<file path="config.mk">
export PLATFORM = sky130hd
export DESIGN_NAME = qdac_update_ctrl
export DESIGN_NICKNAME = d
export VERILOG_FILES = /design/src/qdac_pkg.sv /design/src/qdac_update_ctrl.sv
export VERILOG_INCLUDE_DIRS = /design/src
export SDC_FILE = /design/constraint.sdc
export NUM_CORES = 1
export LEC_CHECK = 0
export ABC_AREA = 1
export BUFFER_PORTS_ARGS = -buffer_cell sky130_fd_sc_hd__buf_2
export CELL_PAD_IN_SITES_DETAIL_PLACEMENT = 1
export CELL_PAD_IN_SITES_GLOBAL_PLACEMENT = 2
export CORE_MARGIN = 2
export CORE_UTILIZATION = 33
export CTS_CLUSTER_SIZE = 28
export DETAILED_ROUTE_END_ITERATION = 6
export PLACE_DENSITY_LB_ADDON = 0.1
export SLEW_MARGIN = 0
export SYNTH_ARGS = -nofsm -noshare
export SYNTH_HDL_FRONTEND = slang
export SYNTH_SLANG_ARGS = --single-unit
</file>
<file path="constraint.sdc">
create_clock -name clock -period 5.75 [get_ports clock]
set_input_delay 0 -clock clock [delete_from_list [all_inputs] [get_ports clock]]
set_output_delay 0 -clock clock [all_outputs]
set_load 0.03 [all_outputs]
</file>
<file path="src/qdac_cfg.svh">
// constants of the quad dac update control
`ifndef QDAC_CFG_SVH
`define QDAC_CFG_SVH
`define QDAC_FRAME_BITS 6'h20
`define QDAC_LAST_BIT 6'h1f
`define QDAC_CMD_WR_IN 4'h0
`define QDAC_CMD_UPD_N 4'h1
`define QDAC_CMD_WR_ALL 4'h2
`define QDAC_CMD_WR_UPD 4'h3
`define QDAC_CMD_CLRSEL 4'h5
`define QDAC_CMD_OVR 4'h6
`define QDAC_ADDR_ALL 4'hf
`define QDAC_CLR_ZERO 2'h0
`define QDAC_CLR_MID 2'h1
`define QDAC_CLR_FULL 2'h2
`define QDAC_CLR_NOP 2'h3
`define QDAC_VAL_ZERO 16'h0000
`define QDAC_VAL_MID 16'h8000
`define QDAC_VAL_FULL 16'hffff
`define QDAC_OVR_RST 4'h0
`define QDAC_CLRSEL_RST 2'h0
`define QDAC_SYNC_RST 5'h1b
`define QDAC_SCLK 0
`define QDAC_SYNCN 1
`define QDAC_SDIN 2
`define QDAC_LDACN 3
`define QDAC_CLRN 4
`endif

</file>
<file path="src/qdac_pkg.sv">
// types of the quad dac update control
`default_nettype none
package qdac_pkg;
   typedef logic [15:0] qdac_word_t;
   typedef logic [3:0][15:0] qdac_bank_t;
   // one received serial word, first bit at the top
   typedef struct packed {
      logic [3:0] pad;
      logic [3:0] command_field;
      logic [3:0] channel_address_field;
      qdac_word_t data;
      logic [3:0] tail;
   } qdac_frame_t;
endpackage
`default_nettype wire

</file>
<file path="src/qdac_update_ctrl.sv">
`timescale 1ns/1ns
`default_nettype none
`include "qdac_cfg.svh"
module qdac_update_ctrl
   import qdac_pkg::*;
(
   // clock and reset
   input wire logic clock,
   input wire logic sys_rst,
   // serial link
   input wire logic sclk,
   input wire logic sync_n,
   input wire logic sdin,
   // strobes
   input wire logic load_strobe_n,
   input wire logic async_clear_n,
   // register contents
   output qdac_bank_t input_code_r,
   output qdac_bank_t dac_code_r,
   output logic [3:0] override_r,
   output logic [1:0] clear_sel_r
);
   logic [4:0] meta_r;
   logic [4:0] pin_r;
   logic [4:0] prev_r;
   logic [31:0] shift_r;
   logic [31:0] shift_nxt;
   logic [5:0] cnt_r;
   logic [5:0] cnt_nxt;
   logic abort_r;
   logic abort_nxt;
   qdac_bank_t input_nxt;
   qdac_bank_t dac_nxt;
   logic [3:0] ovr_nxt;
   logic [1:0] clrsel_nxt;
   logic sclk_fall;
   logic load_strobe_n_fall;
   logic clr_fall;
   logic load_strobe_n_low;
   logic done;
   logic [3:0] mask;
   logic [3:0] upd;
   qdac_frame_t word;

   // channel select from address field
   function automatic logic [3:0] chan_mask(input logic [3:0] a);
      logic [3:0] m;
      m = 4'h0;
      if (a == `QDAC_ADDR_ALL) begin
         m = 4'hf;
      end else if (a[3:2] == 2'h0) begin
         m[a[1:0]] = 1'b1;
      end
      return m;
   endfunction

   // code loaded by a clear
   function automatic qdac_word_t clear_value(input logic [1:0] s);
      qdac_word_t v;
      v = `QDAC_VAL_ZERO;
      if (s == `QDAC_CLR_MID) begin
         v = `QDAC_VAL_MID;
      end else if (s == `QDAC_CLR_FULL) begin
         v = `QDAC_VAL_FULL;
      end
      return v;
   endfunction

   // two-stage synchronisers, then edge history
   always_ff @(posedge clock) begin
      if (sys_rst) begin
         meta_r <= `QDAC_SYNC_RST;
         pin_r <= `QDAC_SYNC_RST;
         prev_r <= `QDAC_SYNC_RST;
      end else begin
         meta_r <= {async_clear_n, load_strobe_n, sdin, sync_n, sclk};
         pin_r <= meta_r;
         prev_r <= pin_r;
      end
   end

   assign sclk_fall = prev_r[`QDAC_SCLK] & ~pin_r[`QDAC_SCLK];
   assign load_strobe_n_fall = prev_r[`QDAC_LDACN] & ~pin_r[`QDAC_LDACN];
   assign clr_fall = prev_r[`QDAC_CLRN] & ~pin_r[`QDAC_CLRN];
   assign load_strobe_n_low = ~pin_r[`QDAC_LDACN];
   assign word = qdac_frame_t'({shift_r[30:0], pin_r[`QDAC_SDIN]});
   assign mask = chan_mask(word.channel_address_field);
   assign done = ~pin_r[`QDAC_SYNCN] & sclk_fall & ~abort_r
      & (cnt_r == `QDAC_LAST_BIT);

   always_comb begin
      shift_nxt = shift_r;
      cnt_nxt = cnt_r;
      abort_nxt = abort_r;
      input_nxt = input_code_r;
      dac_nxt = dac_code_r;
      ovr_nxt = override_r;
      clrsel_nxt = clear_sel_r;
      upd = 4'h0;
      // frame select high drops partial word
      if (pin_r[`QDAC_SYNCN]) begin
         cnt_nxt = 6'h00;
         abort_nxt = 1'b0;
      end else if (sclk_fall && !abort_r) begin
         // shift msb first, count 32 bits
         shift_nxt = {shift_r[30:0], pin_r[`QDAC_SDIN]};
         cnt_nxt = 6'((cnt_r + 6'h01) & `QDAC_LAST_BIT);
         if (done) begin
            abort_nxt = 1'b1;
         end
      end
      if (done) begin
         unique case (word.command_field)
            `QDAC_CMD_WR_IN: begin
               // update on 32nd edge when strobe low or channel overridden
               upd = mask & (override_r | {4{load_strobe_n_low}});
            end
            `QDAC_CMD_UPD_N: begin
               upd = mask;
            end
            `QDAC_CMD_WR_ALL: begin
               upd = 4'hf;
            end
            `QDAC_CMD_WR_UPD: begin
               upd = mask;
            end
            `QDAC_CMD_CLRSEL: begin
               // select bits in low two bits
               clrsel_nxt = word.tail[1:0];
            end
            `QDAC_CMD_OVR: begin
               // low four bits, d down to a
               ovr_nxt = word.tail;
            end
            default: begin
               upd = 4'h0;
            end
         endcase
         if (word.command_field inside {`QDAC_CMD_WR_IN,
               `QDAC_CMD_WR_ALL, `QDAC_CMD_WR_UPD}) begin
            for (int i = 0; i < 4; i++) begin
               if (mask[i]) begin
                  input_nxt[i] = word.data;
               end
            end
         end
      end
      // channels left to the strobe pin
      if (load_strobe_n_fall) begin
         upd = upd | ~override_r;
      end
      // every channel flagged in upd takes its input code at once
      for (int i = 0; i < 4; i++) begin
         if (upd[i]) begin
            dac_nxt[i] = input_nxt[i];
         end
      end
      // clear loads code unless select is nop, and aborts the frame
      if (clr_fall) begin
         cnt_nxt = 6'h00;
         abort_nxt = 1'b1;
         if (clear_sel_r != `QDAC_CLR_NOP) begin
            input_nxt = {4{clear_value(clear_sel_r)}};
            dac_nxt = {4{clear_value(clear_sel_r)}};
         end
      end
   end

   always_ff @(posedge clock) begin
      if (sys_rst) begin
         shift_r <= 32'h0000_0000;
         cnt_r <= 6'h00;
         abort_r <= 1'b0;
         input_code_r <= '0;
         dac_code_r <= '0;
         override_r <= `QDAC_OVR_RST;
         clear_sel_r <= `QDAC_CLRSEL_RST;
      end else begin
         shift_r <= shift_nxt;
         cnt_r <= cnt_nxt;
         abort_r <= abort_nxt;
         input_code_r <= input_nxt;
         dac_code_r <= dac_nxt;
         override_r <= ovr_nxt;
         clear_sel_r <= clrsel_nxt;
      end
   end

   a_ovr_reset: assert property (@(posedge clock)
      sys_rst |=> override_r == 4'h0)
      else $error("override not cleared by reset");

   a_ovr_load: assert property (@(posedge clock)
      disable iff (sys_rst)
      done && word.command_field == `QDAC_CMD_OVR
      |=> override_r == $past(word.tail))
      else $error("override not loaded");

   a_clrsel_load: assert property (@(posedge clock)
      disable iff (sys_rst)
      done && word.command_field == `QDAC_CMD_CLRSEL
      |=> clear_sel_r == $past(word.tail[1:0]))
      else $error("clear select not loaded");

   a_sync_update: assert property (@(posedge clock)
      disable iff (sys_rst)
      done && !clr_fall && word.command_field == `QDAC_CMD_WR_IN
      && mask[0] && (override_r[0] || load_strobe_n_low)
      |=> dac_code_r[0] == $past(word.data))
      else $error("channel a not updated on last edge");

   a_async_hold: assert property (@(posedge clock)
      disable iff (sys_rst)
      done && !clr_fall && !load_strobe_n_fall && !load_strobe_n_low
      && word.command_field == `QDAC_CMD_WR_IN && !override_r[0]
      |=> $stable(dac_code_r[0]))
      else $error("channel a updated without strobe");

   a_strobe_fall: assert property (@(posedge clock)
      disable iff (sys_rst)
      load_strobe_n_fall && !clr_fall && !done && !override_r[1]
      |=> dac_code_r[1] == $past(input_code_r[1]))
      else $error("strobe fall did not update channel b");

   a_sw_strobe: assert property (@(posedge clock)
      disable iff (sys_rst)
      done && !clr_fall && word.command_field == `QDAC_CMD_WR_ALL
      |=> dac_code_r == input_code_r)
      else $error("software strobe missed a channel");

   a_frame_abort: assert property (@(posedge clock)
      disable iff (sys_rst)
      pin_r[`QDAC_SYNCN] && !load_strobe_n_fall && !clr_fall
      |=> cnt_r == 6'h00 && $stable(dac_code_r))
      else $error("early frame end changed state");

   a_clear_mid: assert property (@(posedge clock)
      disable iff (sys_rst)
      clr_fall && clear_sel_r == `QDAC_CLR_MID
      |=> dac_code_r[2] == 16'h8000 && input_code_r[2] == 16'h8000
      ##1 cnt_r == 6'h00)
      else $error("clear did not load midscale");

   a_addr_all: assert property (@(posedge clock)
      disable iff (sys_rst)
      done && !clr_fall && word.command_field == `QDAC_CMD_WR_UPD
      && word.channel_address_field == `QDAC_ADDR_ALL
      |=> dac_code_r[3] == $past(word.data))
      else $error("all-channel address missed channel d");

   a_bit_count: assert property (@(posedge clock)
      disable iff (sys_rst)
      sclk_fall && !pin_r[`QDAC_SYNCN] && !abort_r && !clr_fall
      |=> cnt_r == 6'(($past(cnt_r) + 6'h01) & 6'h1f))
      else $error("bit count wrong");
endmodule // qdac_update_ctrl
`default_nettype wire

</file>
==> key figures <==
Global route
  – Vias in the first global route: 7,404
  – Antenna violations before repair: 0
  – First-pass GRT wire length: 40,000 µm
  – GRT Util Overall: 0.194
  – Largest net degree at the start of global routing: 91
  – GR Overflow Total: 0

Critical path
  – WS Path Type: flop to flop
  – Buf+Inv Stages, Crit Path: 1
  – Crit-path leading delay family: simple AND/OR/NAND/NOR gates
  – Cell depth of the worst setup path: 8
  – Worst endpoint required time: 6.03 ns
  – Critical Path End: dac_code_r[49]
  – Worst endpoint data arrival time: 3.60 ns
  – Reg-to-reg startpoint: pin_r[1]
  – Critical-path cell list: inv_2, nand3_2, nor2_8, nand2_1, nand3_1, nand2_1, nor2_1, nor2_1
  – Slowest CP cell: nand2_1
  – Crit path from: pin_r[1]
  – Largest stage delay, worst path: 0.80 ns
  – Critical Path Start Type: flop
  – Worst R2R End: dac_code_r[49]
  – CP max FO: 49
  – Endpoint type of the worst setup path: flop
  – Reg2reg setup slack: 2.43 ns
  – Reg2Reg Depth: 8

CTS
  – Clock buffer depth: 2
  – Clk sink count: 180
  – Post-CTS resize count: 0
  – Post-CTS Hold Buffers: 7
  – Clk slew on worst S/H paths: 0.07 ns
  – CTS root buffer: clkbuf_16
  – TritonCTS clock tree: done
  – H-tree Lvls: 4
  – Worst-Skew Late Latency: 0.44 ns
  – Post-CTS setup buffers: 0
  – CTS buffer count: 17

Drt
  – Antenna viol nets, final: 0
  – # DRC: 0
  – Routed vias/inst: 4.82
  – Vias post-DR: 7,464
  – DRT Pass-1 Iters: 4
  – Total Wirelength: 24,600 µm
  – Routed wire per std cell: 15.9 µm
  – 1st-iter DRT viols: 465

Floorplan
  – Ports: 141
  – Initial Util: 0.338
  – Die ar.: 25,400 µm²
  – Core area: 23,500 µm²
  – Rows: 56
  – Die H: 159 µm
  – Die Span X: 159 µm

STA
  – RSZ-0062 raised after global routing: no
  – Relative slew slack: 0.215
  – Setup Skew: 0.0147 ns
  – Clock period minus worst slack: 3.32 ns
  – Worst-Margin Slew: 1.17 ns
  – TNS Setup: 0 ns
  – Fin. max-slew vios: 0
  – Fmax: 0.302 GHz
  – Final Hold Viols: 0
  – Period Utilization, post-route: 0.577
  – Final setup fails: 0

Yosys
  – Main synth FF type: dfxtp_1
  – Synth top area cells: dfxtp_1, nand2_1, a21oi_1
  – Seq/Total Area, Yosys: 0.453
  – Synth warn: 0
  – Count leader, synth: nand2_1
  – Mean Syn Cell Area: 7.10 µm²
  – Post-synth EDFFs: 0
  – Asr flop ratio synth: 0
  – Commonest cells in the netlist: nand2_1, dfxtp_1, a21oi_1, inv_1, nor2_1
  – Gate Count Post-Synth: 1,120
  – Netlist cell types: 27
  – Syn Std Cell Area: 7950 µm²
  – Synthesized flop and latch total: 180
  – Post-synth top area cell: dfxtp_1
  – Synth top area share: 0.453
  – Post-Syn Nets: 1,131

Pwr
  – Peak supply drop: 0.164 mV
  – Static Leak: 0.00465 µW
  – PwrDens: 302 nW/µm²

Cells and area
  – Fin nets: 1,226
  – Share of cells above drive strength 1: 0.175
  – Antenna diodes: 0
  – Finished Core Util: 0.398
  – Layout area overhead: 17.9%

Status
  – Status: complete, no violations

Placed design
  – Port bufs: 140
  – GP Congestion: 0.718
  – DP Wirelength: 16,300 µm

Worst hold path
  – Hold Crit Class: primary input to flop

Flow run
  – Number of max-cap violations: 0
## where the power goes
group	internal (µW)	switching [µW]
registers	1300	29.6
logic	89.2	226
clock network	658	532
## layout make-up
class / instances / area (µm²)
multi-input cells: 735 / 3480
repair buffers: 155 / 831
flip-flops and latches: 180 / 3600
fillers: 3027 / 14200
inverters: 126 / 474
well taps: 319 / 399
clock inverters: 13 / 146
clock buffers: 19 / 443
## worst min path at each step
stage                        from        end  slack [ns]  cells after the start
global route        load_strobe_n  meta_r[3]        0.27                      3
detailed placement         sync_n  meta_r[1]        0.19                      2
floorplan                    sclk  meta_r[0]        0.10                      1
finish                       sclk  meta_r[0]        0.28                      3
CTS                 load_strobe_n  meta_r[3]        0.26                      3
global placement           sync_n  meta_r[1]        0.18                      2
## registers in the layout, summed over array words and instances (netlist names)
name / flops
pin_r: 5
prev_r: 3
clear_sel_r: 2
meta_r: 5
dac_code_r: 64
abort_r: 1
input_code_r: 64
override_r: 4
shift_r: 27
cnt_r: 5
## logic make-up after synthesis
group | synth area share
simple gates | 0.316
compound gates | 0.114
flops | 0.453
buf+inv | 0.110
fa+ha+maj | 0.00629
## per-stage QoR
step | worst slack (ns) | instance area (µm²) | total power, µW | hold WS [ns] | cells
2_1_floorplan | 3.87 | 7950 | 1580 | 0.104 | 1120
3_3_place_gp | 2.50 | 8720 | 1670 | 0.182 | 1508
3_5_place_dp | 2.44 | 8720 | 1670 | 0.187 | 1508
4_1_cts | 2.39 | 9380 | 2870 | 0.255 | 1547
5_1_grt | 2.02 | 9380 | 2960 | 0.269 | 1547
6_report | 2.43 | 9380 | 2830 | 0.276 | 1547
## placed cells by master (no fill, tap or decap), types with 10 or more instances in the layout
cell and count:
inv_1 120, nand4_1 64, a21oi_1 133, o21ai_0 27, o21ai_1 18, nand3_1 99
clkbuf_16 17, dfxtp_1 180, nor2_1 106, buf_2 140, nand2_1 251, or2_2 10
## layer usage
layer	up-vias	share of wire	GRT usage
li1	3806	-	-
met1	3523	0.48	0.266
met2	127	0.47	0.319
met3	8	0.039	0.0383
met4	0	0.0067	0.0401
met5	-	0	0
## worst register-to-register path: stages, from the launching register on
cell and delay [ns]:
dfxtp_1 0.31, inv_2 0.14, nand3_2 0.73, nor2_8 0.64, nand2_1 0.80, nand3_1 0.30
nand2_1 0.08, nor2_1 0.13, nor2_1 0.05
No activity file was read; power rests on OpenSTA's default activity.
